==> src/verilog/tca_pkg.sv <==
// Purpose: constants for the 16-bit timer counter and compare access block
// Assumes: byte-wide processor I/O bus, 100 MHz core clock
// Notes: counter locations are placed beside their compare groups
package tca_pkg;
  localparam logic [7:0] ADDR_CMP_T1_A_LOW = 8'h88;
  localparam logic [7:0] ADDR_CMP_T1_A_HIGH = 8'h89;
  localparam logic [7:0] ADDR_CMP_T1_B_LOW = 8'h8A;
  localparam logic [7:0] ADDR_CMP_T1_B_HIGH = 8'h8B;
  localparam logic [7:0] ADDR_CMP_T1_C_LOW = 8'h8C;
  localparam logic [7:0] ADDR_CMP_T1_C_HIGH = 8'h8D;
  localparam logic [7:0] ADDR_CMP_T3_A_LOW = 8'h98;
  localparam logic [7:0] ADDR_CMP_T3_A_HIGH = 8'h99;
  localparam logic [7:0] ADDR_CMP_T3_B_LOW = 8'h9A;
  localparam logic [7:0] ADDR_CMP_T3_B_HIGH = 8'h9B;
  localparam logic [7:0] ADDR_CMP_T3_C_LOW = 8'h9C;
  localparam logic [7:0] ADDR_CMP_T3_C_HIGH = 8'h9D;
  localparam logic [7:0] ADDR_CMP_T4_A_LOW = 8'hA8;
  localparam logic [7:0] ADDR_CMP_T4_A_HIGH = 8'hA9;
  localparam logic [7:0] ADDR_CMP_T4_B_HIGH = 8'hAA;
  localparam logic [7:0] ADDR_CMP_T4_B_LOW = 8'hAB;
  localparam logic [7:0] ADDR_COUNTER_T1_LOW = 8'h84;
  localparam logic [7:0] ADDR_COUNTER_T1_HIGH = 8'h85;
  localparam logic [7:0] ADDR_COUNTER_T3_LOW = 8'h94;
  localparam logic [7:0] ADDR_COUNTER_T3_HIGH = 8'h95;
  localparam logic [7:0] ADDR_COUNTER_T4_LOW = 8'hA4;
  localparam logic [7:0] ADDR_COUNTER_T4_HIGH = 8'hA5;
  localparam logic [15:0] COMPARE_RESET = 16'h0000;
  localparam logic [15:0] COUNTER_RESET = 16'h0000;
  localparam logic [7:0] TEMP_RESET = 8'h00;
  localparam logic [7:0] UNMAPPED_READ = 8'h00;
  localparam int NUM_COMPARE = 8;
  localparam int NUM_TIMERS = 3;
endpackage

==> src/verilog/tca_timer_unit.sv <==
// Purpose: one 16-bit counter with its compare channels
// Assumes: tick_in is a one-cycle timer clock enable
// Notes: a load wins over a tick in the same cycle
`timescale 1ns/1ps
`default_nettype none
module tca_timer_unit
  import tca_pkg::*;
#(
  parameter int NCH = 3
) (
  input wire logic core_clk_in,
  input wire logic reset_in,
  input wire logic tick_in,
  input wire logic load_in,
  input wire logic [15:0] load_value_in,
  input wire logic [NCH-1:0][15:0] compare_value_in,
  output logic [15:0] counter_value_out,
  output logic [NCH-1:0] match_out
);
  logic blocked;

  always_ff @(posedge core_clk_in) begin
    if (reset_in) begin
      counter_value_out <= COUNTER_RESET;
    end else if (load_in) begin
      counter_value_out <= load_value_in;
    end else if (tick_in) begin
      counter_value_out <= counter_value_out + 16'h0001;
    end
  end

  // a counter write masks the compare on the next tick
  always_ff @(posedge core_clk_in) begin
    if (reset_in) begin
      blocked <= 1'b0;
    end else if (load_in) begin
      blocked <= 1'b1; // see [RQ5]
    end else if (tick_in) begin
      blocked <= 1'b0;
    end
  end

  always_ff @(posedge core_clk_in) begin
    if (reset_in) begin
      match_out <= '0;
    end else begin
      for (int i = 0; i < NCH; i++) begin
        // see [RQ9] see [RQ5]
        match_out[i] <= tick_in && !load_in && !blocked
                        && (counter_value_out == compare_value_in[i]);
      end
    end
  end
endmodule
`default_nettype wire

==> src/verilog/tca_access.sv <==
// Purpose: byte-wide I/O access to 16-bit counters and compare values
// Assumes: one I/O access per cycle, read and write never together
// Notes: read data appear one cycle after the read strobe
//   a lone low write commits whatever the latch holds
//   compare reads bypass the latch, counter reads go through it
//   any high write, counter or compare, overwrites the one latch
// What this block does
// [RQ1] software writes zeros to control C bits 4:0
// [RQ2] counter readable and writable as two bytes
// [RQ3] counter access goes through high-byte latch
// [RQ4] one latch shared by all 16-bit registers
// [RQ5] counter write blocks next tick's compare match
// [RQ6] software avoids writing a running counter
// [RQ7] timer 1 A compare at 0x89/0x88, reset zero
// [RQ8] timer 4 B compare high 0xAA, low 0xAB
// [RQ9] compare values constantly matched against counter
// [RQ10] high write latches, low write commits both
`timescale 1ns/1ps
`default_nettype none
module tca_access
  import tca_pkg::*;
(
  input wire logic core_clk_in,
  input wire logic reset_in,
  input wire logic [7:0] io_addr_in,
  input wire logic [7:0] io_wdata_in,
  input wire logic io_write_in,
  input wire logic io_read_in,
  input wire logic [NUM_TIMERS-1:0] tick_in,
  output logic [7:0] io_rdata_out,
  output logic [7:0] match_out
);
  logic [7:0] temp_high;
  logic [15:0] compare_value [NUM_COMPARE];
  logic [15:0] counter_t1;
  logic [15:0] counter_t3;
  logic [15:0] counter_t4;
  logic [15:0] counter_sel;
  logic [NUM_TIMERS-1:0] counter_load;
  logic [2:0] match_t1;
  logic [2:0] match_t3;
  logic [1:0] match_t4;

  // compare decode: {hit, is_high, index}
  function automatic logic [4:0] cmp_decode(input logic [7:0] a);
    case (a)
      ADDR_CMP_T1_A_LOW: cmp_decode = 5'h10;
      ADDR_CMP_T1_A_HIGH: cmp_decode = 5'h18;
      ADDR_CMP_T1_B_LOW: cmp_decode = 5'h11;
      ADDR_CMP_T1_B_HIGH: cmp_decode = 5'h19;
      ADDR_CMP_T1_C_LOW: cmp_decode = 5'h12;
      ADDR_CMP_T1_C_HIGH: cmp_decode = 5'h1A;
      ADDR_CMP_T3_A_LOW: cmp_decode = 5'h13;
      ADDR_CMP_T3_A_HIGH: cmp_decode = 5'h1B;
      ADDR_CMP_T3_B_LOW: cmp_decode = 5'h14;
      ADDR_CMP_T3_B_HIGH: cmp_decode = 5'h1C;
      ADDR_CMP_T3_C_LOW: cmp_decode = 5'h15;
      ADDR_CMP_T3_C_HIGH: cmp_decode = 5'h1D;
      ADDR_CMP_T4_A_LOW: cmp_decode = 5'h16;
      ADDR_CMP_T4_A_HIGH: cmp_decode = 5'h1E;
      ADDR_CMP_T4_B_HIGH: cmp_decode = 5'h1F; // see [RQ8]
      ADDR_CMP_T4_B_LOW: cmp_decode = 5'h17; // see [RQ8]
      default: cmp_decode = 5'h00;
    endcase
  endfunction

  // counter decode: {hit, is_high, timer index}
  function automatic logic [3:0] cnt_decode(input logic [7:0] a);
    case (a)
      ADDR_COUNTER_T1_LOW: cnt_decode = 4'h8;
      ADDR_COUNTER_T1_HIGH: cnt_decode = 4'hC;
      ADDR_COUNTER_T3_LOW: cnt_decode = 4'h9;
      ADDR_COUNTER_T3_HIGH: cnt_decode = 4'hD;
      ADDR_COUNTER_T4_LOW: cnt_decode = 4'hA;
      ADDR_COUNTER_T4_HIGH: cnt_decode = 4'hE;
      default: cnt_decode = 4'h0;
    endcase
  endfunction

  logic [4:0] cmp_dec;
  logic [3:0] cnt_dec;
  logic [2:0] cmp_idx;
  logic [1:0] cnt_idx;
  assign cmp_dec = cmp_decode(io_addr_in);
  assign cnt_dec = cnt_decode(io_addr_in);
  assign cmp_idx = cmp_dec[2:0];
  assign cnt_idx = cnt_dec[1:0];

  // decoded fields of the current access
  logic cmp_hit;
  logic cmp_high;
  logic cnt_hit;
  logic cnt_high;
  assign cmp_hit = cmp_dec[4];
  assign cmp_high = cmp_dec[3];
  assign cnt_hit = cnt_dec[3];
  assign cnt_high = cnt_dec[2];

  // access strobes; a high write of any kind lands in the one latch
  logic latch_load;
  logic latch_capture;
  logic cmp_commit;
  logic cnt_commit;
  assign latch_load = io_write_in && ((cmp_hit && cmp_high) || (cnt_hit && cnt_high));
  assign latch_capture = io_read_in && cnt_hit && !cnt_high;
  assign cmp_commit = io_write_in && cmp_hit && !cmp_high;
  assign cnt_commit = io_write_in && cnt_hit && !cnt_high;

  // the 16-bit word that a low write commits
  logic [15:0] commit_word;
  assign commit_word = {temp_high, io_wdata_in};

  // counter of the addressed timer
  always_comb begin
    case (cnt_idx)
      2'h0: counter_sel = counter_t1;
      2'h1: counter_sel = counter_t3;
      2'h2: counter_sel = counter_t4;
      default: counter_sel = COUNTER_RESET;
    endcase
  end

  // shared high-byte latch
  always_ff @(posedge core_clk_in) begin
    if (reset_in) begin
      temp_high <= TEMP_RESET;
    end else if (latch_load) begin
      temp_high <= io_wdata_in; // see [RQ4] see [RQ10]
    end else if (latch_capture) begin
      // low read freezes the high half for the following high read
      temp_high <= counter_sel[15:8]; // see [RQ3] see [RQ10]
    end
  end

  // low-byte write commits both halves of a compare value
  always_ff @(posedge core_clk_in) begin
    if (reset_in) begin
      for (int i = 0; i < NUM_COMPARE; i++) begin
        compare_value[i] <= COMPARE_RESET; // see [RQ7] see [RQ8]
      end
    end else if (cmp_commit) begin
      compare_value[cmp_idx] <= commit_word; // see [RQ10] see [RQ7]
    end
  end

  // low-byte write loads the whole counter at once
  // the unit lets this load win over a tick in the same cycle
  always_comb begin
    counter_load = '0;
    if (cnt_commit) begin
      counter_load[cnt_idx] = 1'b1; // see [RQ2] see [RQ3]
    end
  end

  // half of a 16-bit word chosen by the high flag
  function automatic logic [7:0] pick_byte(input logic [15:0] w, input logic high);
    pick_byte = high ? w[15:8] : w[7:0];
  endfunction

  // read data of the current strobe; the flop holds it until the next read
  logic [7:0] next_rdata;
  always_comb begin
    next_rdata = UNMAPPED_READ;
    if (cnt_hit) begin
      // high half comes from the latch
      next_rdata = cnt_high ? temp_high : counter_sel[7:0]; // see [RQ2] see [RQ3]
    end else if (cmp_hit) begin
      next_rdata = pick_byte(compare_value[cmp_idx], cmp_high);
    end
  end

  always_ff @(posedge core_clk_in) begin
    if (reset_in) begin
      io_rdata_out <= UNMAPPED_READ;
    end else if (io_read_in) begin
      io_rdata_out <= next_rdata;
    end
  end

  // compare values grouped by the timer that watches them
  logic [2:0][15:0] compare_t1;
  logic [2:0][15:0] compare_t3;
  logic [1:0][15:0] compare_t4;
  assign compare_t1 = {compare_value[2], compare_value[1], compare_value[0]};
  assign compare_t3 = {compare_value[5], compare_value[4], compare_value[3]};
  assign compare_t4 = {compare_value[7], compare_value[6]};

  // timer 1: channels A to C, match bits 2:0
  tca_timer_unit #(.NCH(3)) u_timer1 (
    .core_clk_in(core_clk_in),
    .reset_in(reset_in),
    .tick_in(tick_in[0]),
    .load_in(counter_load[0]),
    .load_value_in(commit_word),
    .compare_value_in(compare_t1),
    .counter_value_out(counter_t1),
    .match_out(match_t1)
  );

  // timer 3: channels A to C, match bits 5:3
  tca_timer_unit #(.NCH(3)) u_timer3 (
    .core_clk_in(core_clk_in),
    .reset_in(reset_in),
    .tick_in(tick_in[1]),
    .load_in(counter_load[1]),
    .load_value_in(commit_word),
    .compare_value_in(compare_t3),
    .counter_value_out(counter_t3),
    .match_out(match_t3)
  );

  // timer 4: channels A and B only, match bits 7:6
  tca_timer_unit #(.NCH(2)) u_timer4 (
    .core_clk_in(core_clk_in),
    .reset_in(reset_in),
    .tick_in(tick_in[2]),
    .load_in(counter_load[2]),
    .load_value_in(commit_word),
    .compare_value_in(compare_t4),
    .counter_value_out(counter_t4),
    .match_out(match_t4)
  );

  assign match_out = {match_t4, match_t3, match_t1};
endmodule
`default_nettype wire

==> config.mk <==
export PLATFORM = sky130hd
export DESIGN_NAME = tca_access
export DESIGN_NICKNAME = d
export VERILOG_FILES = /design/src/verilog/tca_pkg.sv /design/src/verilog/tca_timer_unit.sv /design/src/verilog/tca_access.sv
export SDC_FILE = /design/constraint.sdc
export NUM_CORES = 1
export LEC_CHECK = 0
export BUFFER_PORTS_ARGS = -buffer_cell sky130_fd_sc_hd__buf_4
export CAP_MARGIN = 15
export CORE_MARGIN = 2
export CORE_UTILIZATION = 60
export CTS_CLUSTER_DIAMETER = 200
export DETAILED_ROUTE_END_ITERATION = 16
export PLACE_DENSITY = 0.74
export SETUP_SLACK_MARGIN = 0.2
export SLEW_MARGIN = 20
export SYNTH_ARGS = -nofsm -noshare
export SYNTH_HDL_FRONTEND = slang
export SYNTH_SLANG_ARGS = --single-unit
==> constraint.sdc <==
create_clock -name core_clk_in -period 6 [get_ports core_clk_in]
set_clock_uncertainty 0.15 [all_clocks]
set_input_delay 0.3 -clock core_clk_in [delete_from_list [all_inputs] [get_ports core_clk_in]]
set_output_delay 0.3 -clock core_clk_in [all_outputs]
set_load 0.005 [all_outputs]
==> impl_results.md <==
- Post-Syn Area: 11680 sq um
- Status: finished clean
- Sequential fraction of the synthesis area: 45.78%
- Drt initial violations: 1126
- Detailed Place HPWL: 26360 microns
- Total Wirelength: 38040 microns
- FF+latch count, synth: 203
- Layout cell share with drive strength beyond 1: 9.410%
- Max-slew headroom: 32.00%
- CP Launch Type: primary input
- H-tree levels: 1
- GRT Residual Overflow: 0
- Synth Area in Compound Gates: 12.98%
- Clock share of power: 42.3%
- Comb pwr share: 7.6%
- Reg power frac: 50.1%
- DIE WIDTH: 143.5 microns
- Synthesis Warnings: 0
- Slew Viols, Final: 0
- Core area: 19270 sq um
- CTS tree: done
- Worst Path Arrival: 3.29 ns
- Netlist cell types: 65
- I/O pin count: 39
- Hold violation total from the final report: 0
- Vias in the first global route: 8724
- Clock buffer depth: 3
- Worst-margin pin slew: 1.019 ns
- Max rail drop VDD: 0.0002213 V
- Setup TNS: 0 ns
- Initial antenna violation count: 1
- Syn Inst Count: 1202
- Worst hold-check path type: in2reg
- Final layout net count: 1179
- CP cell instances: buf_4 > and3b_1 > o2111a_1 > nand2b_2 > nor4_4 > or2_1
- DR pass1 iterations: 5
- Clk_lat worst skew: 0.50 ns
- Design Area, Final: 12610 sq um
- First-pass GRT wire length: 55230 microns
- Post-Place Cell Area: 11850 sq um
- Global Route Usage Sum: 37.29%
- Overall Power: 3179 uW
- Psw: 767.5 uW
- Post-Synth Simple-Gate Area: 22.13%
- Antenna fix cells: 0
- Post-Synth Adder-Cell Area: 0.3215%
- CTS buffer count: 23
- Synth Area in XOR/XNOR: 12.83%
- ANT nets after route: 0
- Post-CTS sizing: 0
- Power density cells: 252.2 nW/um^2
- Area growth, synth to finish: 7.962%
- Setup bufs post-CTS: 0
- CP endpoint kind: flip-flop
- Tcrit/Tclk final: 55.06%
- CP Max Fanout: 22
- Min cycle time layout: 3.304 ns
- Clk root buf: clkbuf_16
- Clock transition at path regs: 0.06 ns
- Sw frac: 24.14%
- Slowest-stage cell, CP: and3b_1
- PortBufs: 38
- Ys flop type: edfxtp_1
- WP data required: 5.99 ns
- Num Clock Sinks: 203
- Syn Nets: 1228
- Unrepaired setup endpoints after global routing: false
- Initial core utilization: 60.59%
- Vias after detailed routing: 9344
- Die ar.: 20590 sq um
- Achievable frequency: 0.3027 GHz
- Post-synth EDFFs: 128
- Leakage: 0.004930 uW
- Pint: 2411 uW
- Pin count of the biggest net entering global routing: 50
- Fillcell total: 1568
- Setup Crit Path Kind: in2reg
- Die Ht: 143.5 microns
- Max-cap violations: 0
- Avg Cell Area, Syn: 9.714 sq um
- Setup Viol. Count Final: 0
- Row count: 51
- Post-synth ARST share: 0%
- Worst stage delay on the critical path: 0.71 ns
- DRC: 0
- Avg Vias per Cell: 6.516
- R2r setup slk: 3.58 ns
- Mux share of post-synthesis cell area: 1.554%
- Routability cong.: 1.066
- Avg WL per Cell: 26.53 microns
- Largest family of logic cells by synthesized area: simple AND/OR/NAND/NOR gates
## worst paths after layout
| path | cells past startpoint | from | endpoint |
|---|---|---|---|
| min | 3 | tick_in[0] | u_timer1.blocked |
| max reg2reg | 6 | u_timer1.counter_value_out[2] | u_timer1.counter_value_out[15] |
| max | 6 | io_addr_in[6] | compare_value[1][15] |
| min reg2reg | 2 | u_timer1.blocked | u_timer1.blocked |
## worst max-delay path, delay by kind of cell
kind	cells	cell delay [ns]
AOI/OAI and AO/OA	1	0.58
buffers and inverters	1	0.12
and+or+nand+nor	4	2.28
## metrics by stage
stage / instances / utilization (%) / hold WS (ns) / setup WS, ns
global route: 1434 / 65.41 / 0.04508 / 2.507
finish: 1434 / 65.41 / 0.01248 / 2.696
detailed placement: 1391 / 61.47 / 0.3099 / 2.269
floorplan: 1202 / - / 0.3008 / 3.559
global placement: 1391 / 61.47 / 0.3088 / 2.369
CTS: 1434 / 65.34 / 0.006249 / 2.790
## cell usage after synthesis, types with 3 or more instances
cell	n	area share (%)
xor2_1	157	12
and2_1	131	7.0
edfxtp_1	128	33
nor2_1	104	3.3
clkbuf_1	95	3.1
nand2_1	76	2.4
dfxtp_1	75	13
a211oi_1	47	3.0
nand4_1	36	1.9
a21oi_1	35	1.5
nor4_1	33	1.8
and3_1	22	1.2
o22ai_1	18	0.96
mux2i_1	17	1.5
a221oi_1	16	1.2
a22oi_1	16	1.0
a22o_1	14	1.1
nand3_1	14	0.60
xnor2_1	14	1.1
buf_2	13	0.56
o22a_1	13	0.98
o21ai_0	11	0.47
nor3_1	10	0.43
nand2b_1	8	0.43
o2111ai_1	8	0.60
o211ai_1	8	0.51
or2_2	8	0.43
buf_4	7	0.45
o31ai_1	7	0.45
inv_1	6	0.19
buf_1	5	0.16
a31oi_1	3	0.16
ha_1	3	0.32
nor2b_1	3	0.16
nor3b_2	3	0.32
## logic make-up (layout without fill, tap and decap cells)
logic type | after synthesis | after routing
adder cells (fa/ha/maj) | 3 | 3
AND/OR/NAND/NOR | 473 | 473
multiplexers | 18 | 18
AO/OA/AOI/OAI | 208 | 208
flip-flops | 203 | 203
XOR/XNOR | 171 | 171
buffers and inverters | 126 | 93
## sequential cells by signal, indices dropped and copies added, names as in the netlist
signal                      flops
u_timer4.counter_value_out     16
u_timer1.match_out              3
io_rdata_out                    8
u_timer3.counter_value_out     16
u_timer3.match_out              3
u_timer3.blocked                1
u_timer4.blocked                1
temp_high                       8
u_timer4.match_out              2
compare_value                 128
u_timer1.blocked                1
u_timer1.counter_value_out     16
## per-layer routing
metal	global-route usage (%)	vias to the layer above	routed length, microns
met5	0	-	0
met4	19.71	0	2454
met3	9.697	150	4192
met2	57.12	551	16670
met1	48.69	4447	14730
li1	-	4196	-
## what timing repair did
| action | in CTS | in global routing |
|---|---|---|
| hold endpoints to repair | 2 | 0 |
| setup endpoints to repair | 0 | 0 |
| hold buffers | 2 | 0 |
## cell type report
cell class              count  area (sq um)  area share (%)
multi-input cells         873          5829           46.24
flip-flops and latches    203          5345           42.40
clock buffers              37         700.7           5.558
repair buffers             46         350.3           2.779
well taps                 265         331.6           2.630
clock inverters             4         26.28          0.2084
inverters                   6         22.52          0.1787
## layout by cell type (no fill, tap or decap), types with 5 or more instances in the layout
cell type  Yosys  final
a211oi_1      47     47
a21oi_1       35     35
a221oi_1      16     16
a22o_1        14     14
a22oi_1       16     16
and2_1       131    131
and3_1        22     22
buf_4          7     44
clkbuf_1      95      7
clkbuf_16      0     24
clkbuf_8       0      5
dfxtp_1       75     75
edfxtp_1     128    128
inv_1          6      6
mux2i_1       17     17
nand2_1       76     76
nand2b_1       8      8
nand3_1       14     13
nand4_1       36     36
nor2_1       104    104
nor3_1        10     10
nor4_1        33     33
o2111ai_1      8      8
o211ai_1       8      8
o21ai_0       11     11
o22a_1        13     13
o22ai_1       18     18
o31ai_1        7      7
or2_2          8      8
xnor2_1       14     14
xor2_1       157    157
## power by group through the flow
| stage | Clock (uW) | Sequential, uW | Combinational [uW] |
|---|---|---|---|
| 5_1_grt | 1410 | 1600 | 256 |
| 6_report | 1350 | 1590 | 241 |
| 2_1_floorplan | 0 | 1580 | 167 |
| 3_5_place_dp | 0 | 1620 | 232 |
| 3_3_place_gp | 0 | 1620 | 229 |
| 4_1_cts | 1350 | 1590 | 234 |
Note: power is estimated with default switching activity, not from simulation.
